===== src/cosc_pkg.sv =====
// package for the comparator and amplifier switch control block
// assumes a 32-bit apb slave on pclk with word-aligned registers
package cosc_pkg;
  // register byte offsets
  localparam logic [11:0] CMP1_TRIM_OFS = 12'h000;
  localparam logic [11:0] CMP1_PATH_OFS = 12'h004;
  localparam logic [11:0] CMP2_TRIM_OFS = 12'h008;
  localparam logic [11:0] CMP2_PATH_OFS = 12'h00C;
  localparam logic [11:0] OPA2_CTRL_OFS = 12'h010;
  // trim control fields
  localparam int RESULT_BIT    = 7;
  localparam int TRIM_MODE_BIT = 6;
  localparam int TRIM_REF_BIT  = 5;
  localparam int TRIM_CODE_HI  = 4;
  localparam int TRIM_CODE_W   = 5;
  localparam logic [4:0] TRIM_CODE_RST = 5'h10;
  // path control fields
  localparam int SHARED_SRC_BIT = 7;
  localparam int EDGE_SEL_HI    = 7;
  localparam int EDGE_SEL_LO    = 6;
  localparam int IRQ_EN_BIT     = 3;
  localparam int PIN_OUT_BIT    = 2;
  localparam int SRC_SEL_BIT    = 1;
  localparam int CMP_ON_BIT     = 0;
  localparam logic SHARED_SRC_RST = 1'b1;
  localparam logic SRC_SEL_RST    = 1'b1;
  // amplifier control fields
  localparam int OPA_ON_BIT      = 0;
  localparam int OPA_NEG_PIN_BIT = 1;
  localparam int OPA_POS_PIN_BIT = 2;
  localparam int OPA_REF_LO      = 3;
  localparam int OPA_REF_HI      = 4;
  localparam int OPA_FOLLOW_BIT  = 5;
  localparam int OPA_GAIN_BIT    = 6;
  localparam int OPA_X_POS_BIT   = 7;
  localparam int OPA_X_NEG_BIT   = 8;
  localparam int OPA1_CMP_BIT    = 9;
  localparam int OPA2_CMP_BIT    = 10;
  localparam logic OPA_PIN_SEL_RST = 1'b1;
  // interrupt edge selection
  typedef enum logic [1:0] {
    COSC_EDGE_NONE = 2'h0,
    COSC_EDGE_RISE = 2'h1,
    COSC_EDGE_FALL = 2'h2,
    COSC_EDGE_BOTH = 2'h3
  } cosc_edge_e;
  localparam cosc_edge_e EDGE_SEL_RST = COSC_EDGE_NONE;
  localparam logic [31:0] RDATA_RST = 32'h0000_0000;
endpackage


===== src/cosc_ctrl.sv =====
// control logic for two comparators and the second amplifier switch matrix
// assumes apb master on pclk; comparator outputs arrive asynchronously
//
// The APB register port and the address map are this design's own decisions.
`timescale 1ns/1ps
`default_nettype none
// Behaviour
// bit 7 of trim control reads the comparator result; writes ignored.
// bit 6 of trim control selects normal or offset trim mode.
// comparator 1 trim forces shared and inverting source selects to pins, reading 1.
// comparator 1 trim reference: 0 inverting pin, 1 shared pin.
// comparator 2 trim reference: 0 own pin, 1 shared pin.
// bits 4..0 hold the trim code, writable, reset 10000.
// shared source select bit 7: 0 amplifier, 1 shared pin; reset 1.
// comparator 1 inverting source bit 1: 0 high tap, 1 pin; reset 1.
// comparator 2 positive source bit 1: 0 low tap, 1 pin; reset 1.
// bit 0 powers comparator; when off its pins stay general I/O.
// bit 2 drives comparator output onto its pin.
// bit 3 allows comparator edges to request interrupts.
// edge select 00 none, 01 rise, 10 fall, 11 both.
// unimplemented path control bits ignore writes and read zero.
// amplifier decode closes follower, gain, crossover and at most one reference tap switch (none for reference select 00).
// amplifier off releases all three amplifier pins to general I/O.
// amplifier on: output pin always, inputs only when pin select set.
// on, gain and negative pin select bypass the input resistor.
// leaving trim mode restores the forced source selects.
// shared pin selected forces both amplifier-to-comparator routes off.
// amplifier off clears gain enable and follower.
// results synchronised; enabled selected edge gives one-cycle request.
// disabled comparator reads result 0 and raises no requests.
module cosc_ctrl
  import cosc_pkg::*;
(
  input  wire logic        pclk,
  input  wire logic        presetn,
  input  wire logic        pclk_en,
  input  wire logic        psel,
  input  wire logic        penable,
  input  wire logic        pwrite,
  input  wire logic [11:0] paddr,
  input  wire logic [31:0] pwdata,
  output var  logic [31:0] prdata,
  output logic             pready,
  output logic             pslverr,
  input  wire logic [1:0]  cmp_raw,
  output var  logic [1:0]  cmp_on,
  output var  logic [1:0]  cmp_trim_mode,
  output var  logic [1:0]  cmp_trim_ref_sel,
  output var  logic [4:0]  cmp1_trim_code,
  output var  logic [4:0]  cmp2_trim_code,
  output var  logic        shared_pos_src_sel,
  output var  logic        cmp1_neg_src_sel,
  output var  logic        cmp2_pos_src_sel,
  output var  logic        opa1_to_cmp,
  output var  logic        opa2_to_cmp,
  output var  logic [1:0]  cmp_pin_out,
  output var  logic [1:0]  cmp_pin_oe,
  output var  logic [1:0]  cmp_irq,
  output var  logic        opa2_follower_sw,
  output var  logic        opa2_gain_sw,
  output var  logic        opa2_r_bypass_sw,
  output var  logic        opa1_to_opa2_pos_sw,
  output var  logic        opa1_to_opa2_neg_sw,
  output var  logic [2:0]  opa2_ref_tap_sw,
  output var  logic        opa2_pos_port_pin,
  output var  logic        opa2_neg_port_pin,
  output var  logic        opa2_out_port_pin
);
  import cosc_pkg::*;

  // edge match shared by both comparators
  function automatic logic edge_hit(input logic [1:0] sel, input logic cur, input logic prev);
    logic rise;
    logic fall;
    rise = cur & ~prev;
    fall = ~cur & prev;
    case (sel)
      COSC_EDGE_RISE: edge_hit = rise;
      COSC_EDGE_FALL: edge_hit = fall;
      COSC_EDGE_BOTH: edge_hit = rise | fall;
      default:        edge_hit = 1'b0;
    endcase
  endfunction

  logic [1:0]  trim_mode_r;
  logic [1:0]  trim_ref_r;
  logic [4:0]  code1_r;
  logic [4:0]  code2_r;
  logic        shared_sw_r;
  logic        c1_neg_sw_r;
  logic        c2_pos_sw_r;
  logic [1:0]  on_r;
  logic [1:0]  irq_en_r;
  logic [1:0]  pout_r;
  logic [1:0]  edge_r;
  logic        opa_on_r;
  logic        opa_neg_pin_r;
  logic        opa_pos_pin_r;
  logic [1:0]  opa_ref_r;
  logic        opa_follow_r;
  logic        opa_gain_r;
  logic        opa_x_pos_r;
  logic        opa_x_neg_r;
  logic        opa1_cmp_r;
  logic        opa2_cmp_r;
  logic [1:0]  sync1_r;
  logic [1:0]  sync2_r;
  logic [1:0]  prev_r;
  logic        shared_eff;
  logic        c1_neg_eff;
  logic        c2_pos_eff;
  logic        o1cmp_eff;
  logic        o2cmp_eff;
  logic [1:0]  result;
  logic        wr_en;
  logic        setup;
  logic        addr_ok;
  logic [31:0] rd_nxt;

  // zero wait states; a frozen clock enable stretches the access phase
  assign pready  = pclk_en;
  assign setup   = psel & ~penable & pclk_en;
  assign wr_en   = psel & penable & pwrite & pclk_en;
  assign addr_ok = (paddr == CMP1_TRIM_OFS) || (paddr == CMP1_PATH_OFS) || (paddr == CMP2_TRIM_OFS)
                || (paddr == CMP2_PATH_OFS) || (paddr == OPA2_CTRL_OFS);
  assign pslverr = psel & penable & ~addr_ok;

  // forced views; the stored copies keep the software value for restore
  assign shared_eff = shared_sw_r | trim_mode_r[0] | trim_mode_r[1];
  assign c1_neg_eff = c1_neg_sw_r | trim_mode_r[0];
  assign c2_pos_eff = c2_pos_sw_r | trim_mode_r[1];
  assign o1cmp_eff  = opa1_cmp_r & ~shared_eff;
  assign o2cmp_eff  = opa2_cmp_r & ~shared_eff & ~o1cmp_eff;
  assign result     = sync2_r & on_r;

  // comparator trim registers
  always_ff @(posedge pclk or negedge presetn) begin
    if (!presetn) begin
      trim_mode_r <= 2'h0;
      trim_ref_r  <= 2'h0;
      code1_r     <= TRIM_CODE_RST;
      code2_r     <= TRIM_CODE_RST;
    end else if (wr_en && paddr == CMP1_TRIM_OFS) begin
      trim_mode_r[0] <= pwdata[TRIM_MODE_BIT];
      trim_ref_r[0]  <= pwdata[TRIM_REF_BIT];
      code1_r        <= pwdata[TRIM_CODE_HI:0];
    end else if (wr_en && paddr == CMP2_TRIM_OFS) begin
      trim_mode_r[1] <= pwdata[TRIM_MODE_BIT];
      trim_ref_r[1]  <= pwdata[TRIM_REF_BIT];
      code2_r        <= pwdata[TRIM_CODE_HI:0];
    end
  end

  // comparator path registers; forced bits keep their stored value during trim
  always_ff @(posedge pclk or negedge presetn) begin
    if (!presetn) begin
      shared_sw_r <= SHARED_SRC_RST;
      c1_neg_sw_r <= SRC_SEL_RST;
      c2_pos_sw_r <= SRC_SEL_RST;
      on_r        <= 2'h0;
      irq_en_r    <= 2'h0;
      pout_r      <= 2'h0;
      edge_r      <= EDGE_SEL_RST;
    end else if (wr_en && paddr == CMP1_PATH_OFS) begin
      if (!(trim_mode_r[0] || trim_mode_r[1])) begin
        shared_sw_r <= pwdata[SHARED_SRC_BIT];
      end
      if (!trim_mode_r[0]) begin
        c1_neg_sw_r <= pwdata[SRC_SEL_BIT];
      end
      irq_en_r[0] <= pwdata[IRQ_EN_BIT];
      pout_r[0]   <= pwdata[PIN_OUT_BIT];
      on_r[0]     <= pwdata[CMP_ON_BIT];
    end else if (wr_en && paddr == CMP2_PATH_OFS) begin
      edge_r      <= pwdata[EDGE_SEL_HI:EDGE_SEL_LO];
      if (!trim_mode_r[1]) begin
        c2_pos_sw_r <= pwdata[SRC_SEL_BIT];
      end
      irq_en_r[1] <= pwdata[IRQ_EN_BIT];
      pout_r[1]   <= pwdata[PIN_OUT_BIT];
      on_r[1]     <= pwdata[CMP_ON_BIT];
    end
  end

  // amplifier control register
  always_ff @(posedge pclk or negedge presetn) begin
    if (!presetn) begin
      opa_on_r      <= 1'b0;
      opa_neg_pin_r <= OPA_PIN_SEL_RST;
      opa_pos_pin_r <= OPA_PIN_SEL_RST;
      opa_ref_r     <= 2'h0;
      opa_follow_r  <= 1'b0;
      opa_gain_r    <= 1'b0;
      opa_x_pos_r   <= 1'b0;
      opa_x_neg_r   <= 1'b0;
      opa1_cmp_r    <= 1'b0;
      opa2_cmp_r    <= 1'b0;
    end else if (wr_en && paddr == OPA2_CTRL_OFS) begin
      opa_on_r      <= pwdata[OPA_ON_BIT];
      opa_neg_pin_r <= pwdata[OPA_NEG_PIN_BIT];
      opa_pos_pin_r <= pwdata[OPA_POS_PIN_BIT];
      opa_ref_r     <= pwdata[OPA_REF_HI:OPA_REF_LO];
      // follower and gain cannot be held while the amplifier is off
      opa_follow_r  <= pwdata[OPA_FOLLOW_BIT] & pwdata[OPA_ON_BIT];
      opa_gain_r    <= pwdata[OPA_GAIN_BIT] & pwdata[OPA_ON_BIT];
      opa_x_pos_r   <= pwdata[OPA_X_POS_BIT];
      opa_x_neg_r   <= pwdata[OPA_X_NEG_BIT];
      opa1_cmp_r    <= pwdata[OPA1_CMP_BIT];
      opa2_cmp_r    <= pwdata[OPA2_CMP_BIT];
    end
  end

  // readback mux; unused bit positions read zero
  always_comb begin
    rd_nxt = RDATA_RST;
    case (paddr)
      CMP1_TRIM_OFS: begin
        rd_nxt[RESULT_BIT]        = result[0];
        rd_nxt[TRIM_MODE_BIT]     = trim_mode_r[0];
        rd_nxt[TRIM_REF_BIT]      = trim_ref_r[0];
        rd_nxt[TRIM_CODE_HI:0]    = code1_r;
      end
      CMP2_TRIM_OFS: begin
        rd_nxt[RESULT_BIT]        = result[1];
        rd_nxt[TRIM_MODE_BIT]     = trim_mode_r[1];
        rd_nxt[TRIM_REF_BIT]      = trim_ref_r[1];
        rd_nxt[TRIM_CODE_HI:0]    = code2_r;
      end
      CMP1_PATH_OFS: begin
        rd_nxt[SHARED_SRC_BIT]    = shared_eff;
        rd_nxt[IRQ_EN_BIT]        = irq_en_r[0];
        rd_nxt[PIN_OUT_BIT]       = pout_r[0];
        rd_nxt[SRC_SEL_BIT]       = c1_neg_eff;
        rd_nxt[CMP_ON_BIT]        = on_r[0];
      end
      CMP2_PATH_OFS: begin
        rd_nxt[EDGE_SEL_HI:EDGE_SEL_LO] = edge_r;
        rd_nxt[IRQ_EN_BIT]        = irq_en_r[1];
        rd_nxt[PIN_OUT_BIT]       = pout_r[1];
        rd_nxt[SRC_SEL_BIT]       = c2_pos_eff;
        rd_nxt[CMP_ON_BIT]        = on_r[1];
      end
      OPA2_CTRL_OFS: begin
        rd_nxt[OPA_ON_BIT]        = opa_on_r;
        rd_nxt[OPA_NEG_PIN_BIT]   = opa_neg_pin_r;
        rd_nxt[OPA_POS_PIN_BIT]   = opa_pos_pin_r;
        rd_nxt[OPA_REF_HI:OPA_REF_LO] = opa_ref_r;
        rd_nxt[OPA_FOLLOW_BIT]    = opa_follow_r;
        rd_nxt[OPA_GAIN_BIT]      = opa_gain_r;
        rd_nxt[OPA_X_POS_BIT]     = opa_x_pos_r;
        rd_nxt[OPA_X_NEG_BIT]     = opa_x_neg_r;
        rd_nxt[OPA1_CMP_BIT]      = o1cmp_eff;
        rd_nxt[OPA2_CMP_BIT]      = o2cmp_eff;
      end
      default: rd_nxt = RDATA_RST;
    endcase
  end

  // read data is captured in the setup cycle and held through the access
  always_ff @(posedge pclk or negedge presetn) begin
    if (!presetn) begin
      prdata <= RDATA_RST;
    end else if (setup && !pwrite) begin
      prdata <= rd_nxt;
    end
  end

  // synchronisers and edge detection, one per comparator
  genvar gi;
  generate
    for (gi = 0; gi < 2; gi++) begin : g_cmp
      always_ff @(posedge pclk or negedge presetn) begin
        if (!presetn) begin
          sync1_r[gi] <= 1'b0;
          sync2_r[gi] <= 1'b0;
          prev_r[gi]  <= 1'b0;
          cmp_irq[gi] <= 1'b0;
        end else if (pclk_en) begin
          sync1_r[gi] <= cmp_raw[gi];
          sync2_r[gi] <= sync1_r[gi];
          prev_r[gi]  <= sync2_r[gi];
          // one shared edge field serves both comparators
          cmp_irq[gi] <= on_r[gi] & irq_en_r[gi] & edge_hit(edge_r, sync2_r[gi], prev_r[gi]);
        end
      end
    end
  endgenerate

  // switch and pin decode, registered so every control output is glitch free
  always_ff @(posedge pclk or negedge presetn) begin
    if (!presetn) begin
      cmp_on              <= 2'h0;
      cmp_trim_mode       <= 2'h0;
      cmp_trim_ref_sel    <= 2'h0;
      cmp1_trim_code      <= TRIM_CODE_RST;
      cmp2_trim_code      <= TRIM_CODE_RST;
      shared_pos_src_sel  <= SHARED_SRC_RST;
      cmp1_neg_src_sel    <= SRC_SEL_RST;
      cmp2_pos_src_sel    <= SRC_SEL_RST;
      opa1_to_cmp         <= 1'b0;
      opa2_to_cmp         <= 1'b0;
      cmp_pin_out         <= 2'h0;
      cmp_pin_oe          <= 2'h0;
      opa2_follower_sw    <= 1'b0;
      opa2_gain_sw        <= 1'b0;
      opa2_r_bypass_sw    <= 1'b0;
      opa1_to_opa2_pos_sw <= 1'b0;
      opa1_to_opa2_neg_sw <= 1'b0;
      opa2_ref_tap_sw     <= 3'h0;
      opa2_pos_port_pin   <= 1'b0;
      opa2_neg_port_pin   <= 1'b0;
      opa2_out_port_pin   <= 1'b0;
    end else if (pclk_en) begin
      cmp_on              <= on_r;
      cmp_trim_mode       <= trim_mode_r;
      cmp_trim_ref_sel    <= trim_ref_r;
      cmp1_trim_code      <= code1_r;
      cmp2_trim_code      <= code2_r;
      shared_pos_src_sel  <= shared_eff;
      cmp1_neg_src_sel    <= c1_neg_eff;
      cmp2_pos_src_sel    <= c2_pos_eff;
      opa1_to_cmp         <= o1cmp_eff;
      opa2_to_cmp         <= o2cmp_eff;
      cmp_pin_out         <= result;
      cmp_pin_oe          <= on_r & pout_r;
      opa2_follower_sw    <= opa_on_r & opa_follow_r;
      opa2_gain_sw        <= opa_on_r & opa_gain_r;
      opa2_r_bypass_sw    <= opa_on_r & opa_gain_r & opa_neg_pin_r;
      opa1_to_opa2_pos_sw <= opa_on_r & opa_x_pos_r;
      opa1_to_opa2_neg_sw <= opa_on_r & opa_x_neg_r;
      opa2_ref_tap_sw[0]  <= opa_on_r & (opa_ref_r == 2'h1);
      opa2_ref_tap_sw[1]  <= opa_on_r & (opa_ref_r == 2'h2);
      opa2_ref_tap_sw[2]  <= opa_on_r & (opa_ref_r == 2'h3);
      opa2_pos_port_pin   <= opa_on_r & opa_pos_pin_r;
      opa2_neg_port_pin   <= opa_on_r & opa_neg_pin_r;
      opa2_out_port_pin   <= opa_on_r;
    end
  end
endmodule // cosc_ctrl
`default_nettype wire


===== config.mk =====
export PLATFORM = sky130hd
export DESIGN_NAME = cosc_ctrl
export DESIGN_NICKNAME = d
export VERILOG_FILES = /design/src/cosc_pkg.sv /design/src/cosc_ctrl.sv
export SDC_FILE = /design/constraint.sdc
export NUM_CORES = 1
export LEC_CHECK = 0
export ABC_CLOCK_PERIOD_IN_PS = 2000
export BUFFER_PORTS_ARGS = -buffer_cell sky130_fd_sc_hd__buf_2
export CORE_UTILIZATION = 30
export CTS_CLUSTER_SIZE = 40
export DETAILED_ROUTE_END_ITERATION = 6
export PLACE_DENSITY = 0.63
export REMOVE_ABC_BUFFERS = 1
export SLEW_MARGIN = 5
export SYNTH_ARGS = -nofsm -noshare
export SYNTH_HDL_FRONTEND = slang
export SYNTH_SLANG_ARGS = --single-unit

===== constraint.sdc =====
create_clock -name pclk -period 2 [get_ports pclk]
set_input_delay 0.1 -clock pclk [delete_from_list [all_inputs] [get_ports pclk]]
set_output_delay 0.1 -clock pclk [all_outputs]
set_load 0.01 [all_outputs]

# Word-level counts from Yosys, hierarchy flattened
# Cells that the tools add are included.
# op_classes
add_sub_neg,0
multipliers,0
div_mod_pow,0
n_lt_le_gt_ge,0
eq_ne,10
shift,0
n_mux,9
bitwise,50
reduce_logical,18
# ops
op,n
1-bit bitwise AND,29
12-bit by 4-bit == test with 1-bit output (second input constant),2
4-bit one-hot mux with 5 select lines,1
1-bit inverter,13
12-bit by 3-bit == test with 1-bit output (second input constant),1
12-bit by 5-bit == test with 1-bit output (second input constant),1
12-bit zero test,1
2-bit == test (second input constant),4
2-bit AND reduction,4
1-bit logical AND,6
1-bit bitwise OR,6
1-bit one-hot mux with 3 select lines,2
2-bit one-hot mux with 3 select lines,1
1-bit logical OR,5
1-bit one-hot mux with 5 select lines,1
2-bit bitwise AND,2
2-bit by 1-bit == test with 1-bit output (second input constant),2
1-bit one-hot mux with 4 select lines,1
3-bit 2-to-1 mux,1
3-bit AND reduction,1
1-bit 2-to-1 mux,2
1-bit zero test,1
# word_totals
ff_bits,91
latchBits,0
ram_bits,0
mem_bits_ro,0
output_inout_bits,72
elab_cells,143
memories,0

# Depth between registers and ports, before layout
# Gate-level depths: netlist of the first run.
# logic_depth
word_depth,7
ltp_mapped,6
ltp_nobuf,6

# Least setup slack after synthesis of the first run
# No wires, ideal clock.
# synth_path
kind,reg-to-reg
start,register trim_mode_r[1]
end,register prdata[7]
setup_ns,0.126
t_arrival_ns,1.430
slack_ns,0.444
path_stages_with_launch,6
n_path_buf,1
period_less_slack_ns,1.556
cell_sequence,dfrtp_1 > clkbuf_1 > or4_1 > nand3_1 > a311oi_1 > a221o_1
# synth_via
elab_chain_cells,2
# synth_lines
item,line,source
start: declaration,cosc_ctrl.sv:85,logic [1:0] trim_mode_r;
start signal: assignment,cosc_ctrl.sv:148,trim_mode_r[1] <= pwdata[TRIM_MODE_BIT];
1-bit bitwise OR,cosc_ctrl.sv:129,assign shared_eff = shared_sw_r | trim_mode_r[0] | trim_mode_r[1];
1-bit one-hot mux with 5 select lines,cosc_ctrl.sv:216,case (paddr)
end signal: assignment,cosc_ctrl.sv:264,prdata <= rd_nxt;
end: declaration,cosc_ctrl.sv:42,"output var logic [31:0] prdata,"
# Every way passes these cells.
# A chain may end at the register's enable or synchronous reset.

# Final worst setup path of the first run
# layout_path
start,register trim_mode_r[0]
end,register prdata[7]
# layout_via
elab_chain_cells,3
# layout_lines
item,line,source
start signal: assignment,cosc_ctrl.sv:144,trim_mode_r[0] <= pwdata[TRIM_MODE_BIT];
1-bit bitwise OR (2 in series),cosc_ctrl.sv:129,
1-bit one-hot mux with 5 select lines,cosc_ctrl.sv:216,
# Every way passes these cells.

==> flow_metrics.py, run 1 <==
metrics = {
    "status": {
        "outcome": "complete, no violations",
    },
    "synth": {
        "async_flop_share": 1.00,
        "synth_cell_types": 47,
        "synth.area.top_cells": "dfrtp_1 (46%), mux2_2 (14%), dfstp_2 (7.4%)",
        "synth_edf_count": 0,
        "synth_top_area_share": 0.463,
        "ys_seq_elements": 91,
        "synthFlopType": "dfrtp_1",
        "synthCells": 366,
        "yosys_warnings": 0,
        "synth.avg_cell_area_um2": 11.7,
        "synth_area_um2": 4270,
        "synth_largest_area_cell": "dfrtp_1",
        "ys_seq_area_frac": 0.537,
    },
    "sta": {
        "worstMarginPinSlew_ps": 655,
        "clock_skew_ps": 3.99,
        "achievable-frequency_ghz": 0.646,
        "rsz0062_at_grt": "no",
        "finalSetupViolCount": 0,
        "min_period_over_period": 0.774,
        "tns_ps": 0,
        "relSlewSlack": 0.564,
        "fin_crit_ps": 1550,
        "finalHoldViolCount": 0,
        "final.setup.worst_slack_ps": 451,
        "slew_viol_final": 0,
    },
    "setup_path": {
        "slowest_stage": "or4_1",
        "arrival_ps": 1780,
        "crit_fanout": 8,
        "cp-start-kind": "flip-flop",
        "reg2reg_depth": 4,
        "crit_type": "flip-flop to flip-flop",
        "crit_chain": "or4_1 > nand3_1 > a311oi_1 > a221o_1",
        "critical-path-max-stage-delay_ps": 510,
        "required_ps": 2230,
        "endpoint_kind": "flip-flop",
    },
    "power": {
        "peakVddDrop_uv": 327,
        "p_total_mw": 4.09,
        "power_density_nw_per_um2": 773,
        "leakagePower_nw": 2.60,
    },
    "clocking": {
        "clkTransAtPathRegs_ps": 60,
        "cts_buffer_depth": 2,
        "clk_latency_ps": 340,
        "clock-root-buffer": "clkbuf_16",
        "post-cts-setup-buffers": 0,
        "htree_levels": 3,
        "cts_tree": "done",
        "cts_buffers": 9,
        "clkSinkCount": 91,
    },
    "drt": {
        "drt-total-wl_um": 10300,
        "drt_iter0_markers": 138,
        "wl_per_cell_um": 15.9,
        "viasPerCell": 4.70,
        "num_vias": 3053,
        "ant_nets": 0,
        "firstDrtPassIters": 4,
        "drc": 0,
    },
    "grt": {
        "overflow": 0,
        "track_usage": 0.152,
        "grt_pass1_vias": 3125,
        "grt_max_degree": 62,
        "grt_pass1_wl_um": 16700,
        "antenna_found_initial": 2,
    },
    "floorplan": {
        "die-area_um2": 14700,
        "core_um2": 13900,
        "dieWidth_um": 121,
        "rows": 43,
        "initial_core_util": 0.307,
        "die_h_um": 121,
        "pin_count": 124,
    },
    "flow_run": {
        "max_cap_viol_count": 0,
    },
    "hold_path": {
        "hold_depth": 3,
        "hp-class": "input port to flip-flop",
    },
    "placed_design": {
        "dpl_worst_slack_ps": 152,
        "place.gp.congestion": 0.830,
        "dp.cells": 627,
        "hpwl_um": 7740,
        "io_buffers": 81,
    },
    "cells_and_area": {
        "instances_no_fill": 650,
        "nets": 520,
        "syn2layout_area_growth_pct": 24.2,
        "drive_gt1_frac": 0.403,
    },
}
power by group:
part	total [mW]	switching, mW	internal [mW]	leakage, nW
Sequential	1.88	0.0153	1.86	1.22
Combinational	0.259	0.168	0.0908	1.21
Clock	1.96	0.705	1.25	0.170
Total	4.09	0.888	3.21	2.60
cells in the final DEF, fill, tap and decap left out, types with 2 or more instances in the layout:
cell type      netlist  routed
nor3b_1              3       3
nor3_1               7       7
bufinv_16            0       3
a22oi_1              2       2
nand4b_1             4       4
clkbuf_16            0       9
nor2_2               2       2
nand2b_1             2       2
mux2_2              53      53
o31ai_1              6       6
a211o_1              2       2
nand3_1             19      19
o22ai_1              2       2
nand4_1              5       5
a32o_1               3       3
buf_2                2      80
dfrtp_1             79      79
conb_1               1      21
inv_1               24      24
dfstp_2             12      12
nor2_1              11      11
a21oi_1              6       6
mux2i_1             10      10
nor2b_1              4       4
dlygate4sd3_1        0       6
clkinv_2             0       2
nor4_1               2       2
and4_1               2       2
a221o_1              2       2
nand2_1             17      17
buf_4               22      18
ha_1                 4       4
o21ai_0             27      27
nor4_2               2       2
registers in the layout (all words and copies together), names as in the netlist, 2 cells and up:
name / cells
cmp_pin_out: 2
sync1_r: 2
sync2_r: 2
cmp_trim_ref_sel: 2
on_r: 2
cmp1_trim_code: 5
opa_ref_r: 2
cmp_on: 2
irq_en_r: 2
trim_ref_r: 2
cmp_pin_oe: 2
cmp_irq: 2
edge_r: 2
cmp2_trim_code: 5
opa2_ref_tap_sw: 3
trim_mode_r: 2
code2_r: 5
prdata: 11
pout_r: 2
prev_r: 2
code1_r: 5
cmp_trim_mode: 2
area by class of cell:
class	count	area, um2
Fill cell	1389	8580
Antenna cell	1	2.50
Clock buffer	11	243
Clock inverter	5	100
Multi-Input combinational cell	233	1730
Inverter	24	90.1
Sequential cell	91	2290
Timing Repair Buffer	105	616
Tap cell	180	225
per-layer routing:
metal  GRT usage  up-vias  wire length, um
met5           0        -                8
met4      0.0602        2              162
met3      0.0428       14              607
met2       0.235       78             4750
met1       0.200     1503             4790
li1            -     1456                -
cell usage after synthesis (3+ instances only):
cell      number
dfrtp_1       79
mux2_2        53
o21ai_0       27
inv_1         24
buf_4         22
nand3_1       19
nand2_1       17
clkbuf_1      13
dfstp_2       12
nor2_1        11
mux2i_1       10
nor3_1         7
a21oi_1        6
o31ai_1        6
nand4_1        5
ha_1           4
nand4b_1       4
nor2b_1        4
a32o_1         3
nor3b_1        3
repair_timing:
action / 4_1_cts / 5_1_grt
resized for setup: 0 / 0
hold buffers: 6 / 0
endpoints found under the setup margin: 0 / 0
endpoints found under the hold margin: 43 / 0
stage by stage:
stage	instance area (um2)	utilization	hold slack, ps
2_1_floorplan	4110	-	-196
3_3_place_gp	4890	0.353	167
3_5_place_dp	4890	0.353	167
4_1_cts	5300	0.382	20.3
5_1_grt	5300	0.382	23.1
6_report	5300	0.382	23.0
critical path, delay by kind of cell, from the launching register on:
kind / cells / cell delay, ps
and+or+nand+nor: 2 / 610
AOI/OAI and AO/OA: 2 / 350
DFF: 1 / 470
worst paths after layout:
check / end / slack, ps / from
worst max register to register: prdata[7] / 450 / trim_mode_r[0]
min in group asynchronous: opa1_to_cmp / 330 / presetn
worst max-delay path: prdata[7] / 450 / trim_mode_r[0]
max in group asynchronous: cmp_on[0] / 1000 / presetn
worst min-delay path: opa_follow_r / 20 / pwdata[5]
worst min register to register: sync2_r[0] / 490 / sync1_r[0]
kinds of logic (layout without fill, tap and decap cells):
| kind of cell | after synthesis | after routing | synth area share |
|---|---|---|---|
| AO/OA/AOI/OAI | 55 | 55 | 0.0812 |
| adder cells (fa/ha/maj) | 4 | 4 | 0.0117 |
| buffers and inverters | 62 | 145 | 0.0745 |
| flip-flops | 91 | 91 | 0.537 |
| multiplexers | 64 | 64 | 0.166 |
| other | 1 | 22 | 0.000879 |
| AND/OR/NAND/NOR | 89 | 89 | 0.128 |
Power figures use the tool's default switching activity.
==> run 2, diff against run 1 <==
--- a/config.mk
+++ b/config.mk
@@ -5,7 +5,8 @@
 export SDC_FILE = /design/constraint.sdc
 export NUM_CORES = 1
 export LEC_CHECK = 0
-export ABC_CLOCK_PERIOD_IN_PS = 2000
+export ABC_AREA = 1
+export ABC_CLOCK_PERIOD_IN_PS = 1600
 export BUFFER_PORTS_ARGS = -buffer_cell sky130_fd_sc_hd__buf_2
 export CORE_UTILIZATION = 30
 export CTS_CLUSTER_SIZE = 40
==> constraint.sdc (replaced) <==
create_clock -name pclk -period 1.6 [get_ports pclk]
set_input_delay 0.08 -clock pclk [delete_from_list [all_inputs] [get_ports pclk]]
set_output_delay 0.08 -clock pclk [all_outputs]
set_load 0.01 [all_outputs]
==> run 2 against run 1 <==
  * Area after synthesis is 0.15% higher
  * Setup slack lost 260 ps
  * Via count grew 18%
  * Sequential power rose by 27%
  * Non-clock buffer count increased by 2
  * Critical path type is now input port to primary output
  * Critical endpoint is now pslverr
==> flow_metrics.py, run 2 <==
metrics = {
    "sta": {
        "slew_viol_final": 0,
        "rsz0062_at_grt": "no",
        "tns_ps": 0,
        "clock_skew_ps": 8.34,
        "finalSetupViolCount": 0,
        "min_period_over_period": 0.880,
        "achievable-frequency_ghz": 0.710,
        "fin_crit_ps": 1410,
        "finalHoldViolCount": 0,
        "final.setup.worst_slack_ps": 191,
    },
    "setup_path": {
        "arrival_ps": 1330,
        "crit_type": "input port to primary output",
        "reg2reg_depth": 5,
        "startpoint": "paddr[1]",
        "cp-start-kind": "input port",
        "ff2ff_setup_slack_ps": 360,
        "crit_end": "pslverr",
        "endpoint_kind": "primary output",
        "r2r_end": "cmp_irq[0]",
        "crit-reg2reg-launch": "sync2_r[0]",
        "required_ps": 1520,
        "crit_fanout": 8,
    },
    "clocking": {
        "cts_hold_buf": 10,
        "htree_levels": 3,
        "clkTransAtPathRegs_ps": 70,
        "cts_tree": "done",
        "cts_buffers": 9,
        "post-cts-setup-buffers": 0,
        "clkSinkCount": 91,
        "clk_latency_ps": 340,
        "cts.repair.resized": 0,
        "cts_buffer_depth": 2,
        "clock-root-buffer": "clkbuf_16",
    },
    "placed_design": {
        "dp.cells": 758,
        "hpwl_um": 7980,
        "io_buffers": 81,
        "dpl_worst_slack_ps": 136,
        "place.gp.congestion": 0.880,
    },
    "synth": {
        "async_flop_share": 1.00,
        "synth_top_area_share": 0.463,
        "ys_seq_elements": 91,
        "synthFlopType": "dfrtp_1",
        "synthTopCellsByCount": "nand2_1 (155), dfrtp_1 (79), nand3_1 (49), inv_1 (40), o21ai_1 (31)",
        "synth_largest_area_cell": "dfrtp_1",
        "synth.avg_cell_area_um2": 8.56,
        "synth_area_um2": 4270,
        "synthCells": 499,
        "synth.area.top_cells": "dfrtp_1 (46%), nand2_1 (14%), dfstp_2 (7.4%)",
        "synth_edf_count": 0,
        "yosys_warnings": 0,
        "ys_seq_area_frac": 0.536,
        "synth.most_common_cell": "nand2_1",
        "synth_cell_types": 37,
    },
    "cells_and_area": {
        "syn2layout_area_growth_pct": 22.4,
        "num-fill-cells": 1413,
        "top_register": "prdata",
        "n_antenna_cell": 0,
        "drive_gt1_frac": 0.237,
        "largest_register_ffs": 11,
        "post-route-util": 0.377,
        "layout_commonest_cell": "nand2_1",
        "nets": 655,
        "instances_no_fill": 784,
        "mostFrequentLayoutCells": "nand2_1 (155), buf_2 (80), dfrtp_1 (79)",
    },
    "drt": {
        "drc": 0,
        "drt-total-wl_um": 10800,
        "viasPerCell": 4.60,
        "wl_per_cell_um": 13.8,
        "firstDrtPassIters": 6,
        "ant_nets": 0,
        "num_vias": 3610,
        "drt_iter0_markers": 220,
    },
    "floorplan": {
        "initial_core_util": 0.308,
        "die-area_um2": 14700,
        "die_h_um": 121,
        "pin_count": 124,
        "dieWidth_um": 121,
        "rows": 43,
        "core_um2": 13900,
    },
    "power": {
        "leakagePower_nw": 2.81,
        "power_density_nw_per_um2": 905,
        "peakVddDrop_uv": 443,
    },
    "grt": {
        "track_usage": 0.159,
        "grt_pass1_vias": 3601,
        "overflow": 0,
        "grt_max_degree": 37,
        "grt_pass1_wl_um": 17900,
        "antenna_found_initial": 0,
    },
    "hold_path": {
        "hp-class": "input port to flip-flop",
    },
    "status": {
        "outcome": "complete, no violations",
    },
    "flow_run": {
        "max_cap_viol_count": 0,
    },
}
## run 2: logic make-up after synthesis
family / Yosys count / synth area share
buffers and inverters: 82 / 0.101
flip-flops: 91 / 0.536
other: 1 / 0.000878
AND/OR/NAND/NOR: 248 / 0.260
AO/OA/AOI/OAI: 73 / 0.0902
adder cells (fa/ha/maj): 4 / 0.0117
## run 2: area by class of cell
| cell class | count | area, um2 | area share |
|---|---|---|---|
| sequential | 91 | 2290 | 0.438 |
| multi-input combinational | 346 | 1630 | 0.311 |
| timing repair buffer | 107 | 641 | 0.122 |
| clock buffer | 10 | 229 | 0.0438 |
| tap | 180 | 225 | 0.0431 |
| inverter | 44 | 166 | 0.0318 |
| clock inverter | 6 | 51.3 | 0.00981 |
## run 2: how the worst min path moves through the flow
stage                   start           endpoint  slack [ps]  cells after the start
floorplan             presetn  cmp1_trim_code[0]        -220                      0
global placement      presetn          cmp_on[0]          30                      1
detailed placement    presetn          cmp_on[0]          30                      1
CTS                 pwdata[3]       opa_ref_r[0]           9                      3
global route        pwdata[3]       opa_ref_r[0]          20                      3
finish              pwdata[3]       opa_ref_r[0]          10                      3
## run 2: through the flow
step / power (mW) / cell area, um2 / hold slack (ps)
6_report: 4.73 / 5230 / 13.5
5_1_grt: 4.96 / 5230 / 18.2
4_1_cts: 4.78 / 5230 / 8.89
3_5_place_dp: 2.77 / 4850 / 26.6
3_3_place_gp: 2.76 / 4850 / 27.9
2_1_floorplan: 2.56 / 4080 / -216
## run 2: metal layers
metal | track usage | vias up | part of all wire
li1 | - | 1766 | -
met1 | 0.206 | 1704 | 0.45
met2 | 0.259 | 124 | 0.48
met3 | 0.0334 | 16 | 0.053
met4 | 0.0617 | 0 | 0.018
met5 | 0 | - | 0
## run 2: critical path, stage by stage
cell and delay [ps]:
buf_2 100, nor2_1 230, nand2_1 190, nor2_4 280, nand2_1 130, nand3_1 110
nor3_1 60, buf_2 140
## run 2: power breakdown
| group | internal [mW] | switching, mW | leakage (nW) |
|---|---|---|---|
| combinational | 0.124 | 0.243 | 1.50 |
| sequential | 2.35 | 0.0303 | 1.17 |
| clock | 1.07 | 0.919 | 0.133 |
| total | 3.54 | 1.19 | 2.81 |
==> run 3, diff against run 2 <==
--- a/config.mk
+++ b/config.mk
@@ -8,7 +8,9 @@
 export ABC_AREA = 1
 export ABC_CLOCK_PERIOD_IN_PS = 1600
 export BUFFER_PORTS_ARGS = -buffer_cell sky130_fd_sc_hd__buf_2
+export CAP_MARGIN = 20
 export CORE_UTILIZATION = 30
+export CTS_BUF_LIST = sky130_fd_sc_hd__clkbuf_8
 export CTS_CLUSTER_SIZE = 40
 export DETAILED_ROUTE_END_ITERATION = 6
 export PLACE_DENSITY = 0.63
==> run 3 against run 2 <==
  * Via count rose by 0.61%
  * Clock-buffer cell count is 1 lower
  * Cell count increased by 0.26%
  * First-iteration DRC count grew 13%
  * Worst hold slack better by 23 ps
  * Clock power fell by 27%
  * Sequential power about the same
  * Setup slack improved by 28 ps
  * Utilization fell by 0.59 points
  * Register-to-register slack hardly changed
  * Largest power group unchanged
==> flow_metrics.py, run 3 (synthesized netlist as in run 2, its figures left out) <==
metrics = {
    "setup_path": {
        "crit_fanout": 8,
        "slowest_stage": "nor2_4",
        "endpoint_kind": "primary output",
        "crit-reg2reg-launch": "sync2_r[0]",
        "arrival_ps": 1300,
        "crit_type": "input port to primary output",
        "cp-start-kind": "input port",
        "crit_chain": "buf_2 > nor2_1 > nand2_1 > nor2_4 > nand2_1 > nand3_1 > nor3_1 > buf_2",
        "crit_buf_inv": 2,
        "path_delay_family": "simple AND/OR/NAND/NOR gates",
        "critical-path-max-stage-delay_ps": 270,
        "startpoint": "paddr[1]",
        "required_ps": 1520,
    },
    "sta": {
        "slew_viol_final": 0,
        "finalHoldViolCount": 0,
        "rsz0062_at_grt": "no",
        "tns_ps": 0,
        "clock_skew_ps": 14.9,
        "achievable-frequency_ghz": 0.724,
        "min_period_over_period": 0.863,
        "fin_crit_ps": 1380,
        "finalSetupViolCount": 0,
    },
    "placed_design": {
        "place.gp.congestion": 0.880,
        "io_buffers": 81,
        "hpwl_um": 7980,
    },
    "grt": {
        "grt_max_degree": 37,
        "overflow": 0,
        "grt_pass1_wl_um": 17900,
        "antenna_found_initial": 0,
        "grt_pass1_vias": 3545,
        "track_usage": 0.159,
    },
    "power": {
        "clkPwrFrac": 0.345,
        "power_density_nw_per_um2": 815,
        "peakVddDrop_uv": 328,
        "switching_share": 0.274,
        "switchingPower_mw": 1.15,
        "leakagePower_nw": 2.78,
        "p_int_mw": 3.05,
        "pwr-share-comb": 0.088,
        "seqPwrFrac": 0.566,
    },
    "clocking": {
        "clkTransAtPathRegs_ps": 100,
        "post-cts-setup-buffers": 0,
        "cts_buffer_depth": 2,
        "clkSinkCount": 91,
        "clk_latency_ps": 380,
        "htree_levels": 3,
        "cts_tree": "done",
        "clock-root-buffer": "clkbuf_8",
        "cts_buffers": 9,
    },
    "cells_and_area": {
        "n_antenna_cell": 0,
        "num-fill-cells": 1421,
        "post-route-util": 0.371,
        "layout_commonest_cell": "nand2_1",
        "nets": 657,
        "largest_register_ffs": 11,
        "top_register": "prdata",
        "mostFrequentLayoutCells": "nand2_1 (155), buf_2 (80), dfrtp_1 (79)",
        "syn2layout_area_growth_pct": 20.5,
        "drive_gt1_frac": 0.236,
    },
    "floorplan": {
        "dieWidth_um": 121,
        "die_h_um": 121,
        "rows": 43,
        "core_um2": 13900,
        "die-area_um2": 14700,
        "pin_count": 124,
        "initial_core_util": 0.308,
    },
    "drt": {
        "firstDrtPassIters": 4,
        "viasPerCell": 4.62,
        "num_vias": 3632,
        "drc": 0,
        "wl_per_cell_um": 13.8,
        "ant_nets": 0,
        "drt-total-wl_um": 10800,
        "drt_iter0_markers": 249,
    },
    "hold_path": {
        "hp-class": "input port to flip-flop",
        "hold_start": "pwdata[6]",
    },
    "flow_run": {
        "max_cap_viol_count": 0,
    },
    "status": {
        "outcome": "complete, no violations",
    },
}
==> run 3: cell types whose count changed in the layout (fill, tap and decap cells not counted), sizes merged <==
cell         change
dlygate4sd3      +2
clkbuf           -1
inv              +1
==> run 3: what timing repair did <==
| action | 4_1_cts | 5_1_grt |
|---|---|---|
| hold buffers | 12 | 0 |
| hold endpoints to repair | 87 | 0 |
| gates resized for setup | 0 | 0 |
==> run 3: metrics by stage <==
step / setup WS (ps) / area, um2 / instances / total power, mW / hold slack, ps
finish: 220 / 5150 / 786 / 4.20 / 36.9
global route: 104 / 5150 / 786 / 4.41 / 48.2
CTS: 217 / 5150 / 786 / 4.23 / 18.5
detailed placement: 136 / 4850 / 758 / 2.77 / 26.6
global placement: 163 / 4850 / 758 / 2.76 / 27.9
floorplan: 288 / 4080 / 481 / 2.56 / -216
==> run 3: cell type report <==
type / instances / area [um2] / share of cell area
Clock buffer: 9 / 124 / 0.0241
Clock inverter: 7 / 55.1 / 0.0107
Tap cell: 180 / 225 / 0.0437
Multi-Input combinational cell: 346 / 1630 / 0.316
Timing Repair Buffer: 109 / 661 / 0.128
Sequential cell: 91 / 2290 / 0.445
Inverter: 44 / 166 / 0.0323
==> run 3: final timing paths <==
kind | end | slack [ps] | depth (start not counted)
worst max-delay path | pslverr | 220 | 8
worst min-delay path | edge_r[0] | 40 | 3
worst max register to register | cmp_irq[0] | 360 | 5
worst min register to register | cmp1_trim_code[2] | 470 | 2
max in group asynchronous | code1_r[4] | 810 | 3
min in group asynchronous | prdata[3] | 150 | 2
==> run 3: power groups by stage <==
stage | clock, mW | combinational (mW) | sequential (mW)
floorplan | 0 | 0.130 | 2.43
global placement | 0 | 0.345 | 2.42
detailed placement | 0 | 0.353 | 2.42
CTS | 1.48 | 0.377 | 2.38
global route | 1.60 | 0.422 | 2.38
finish | 1.45 | 0.370 | 2.38
==> run 3: worst register-to-register path, cell delays in order (launching register included) <==
cell,delay (ps)
dfrtp_1,390
inv_1,70
ha_1,300
o211ai_1,180
nand3_1,90
o21ai_0,140
==> run 3: layer usage <==
layer / up-vias / routed length, um / share of wire / GRT usage
met4: 0 / 238 / 0.022 / 0.0702
met3: 16 / 425 / 0.039 / 0.0291
met2: 107 / 5220 / 0.48 / 0.259
li1: 1773 / - / - / -
met5: - / 0 / 0 / 0
met1: 1736 / 4960 / 0.46 / 0.205
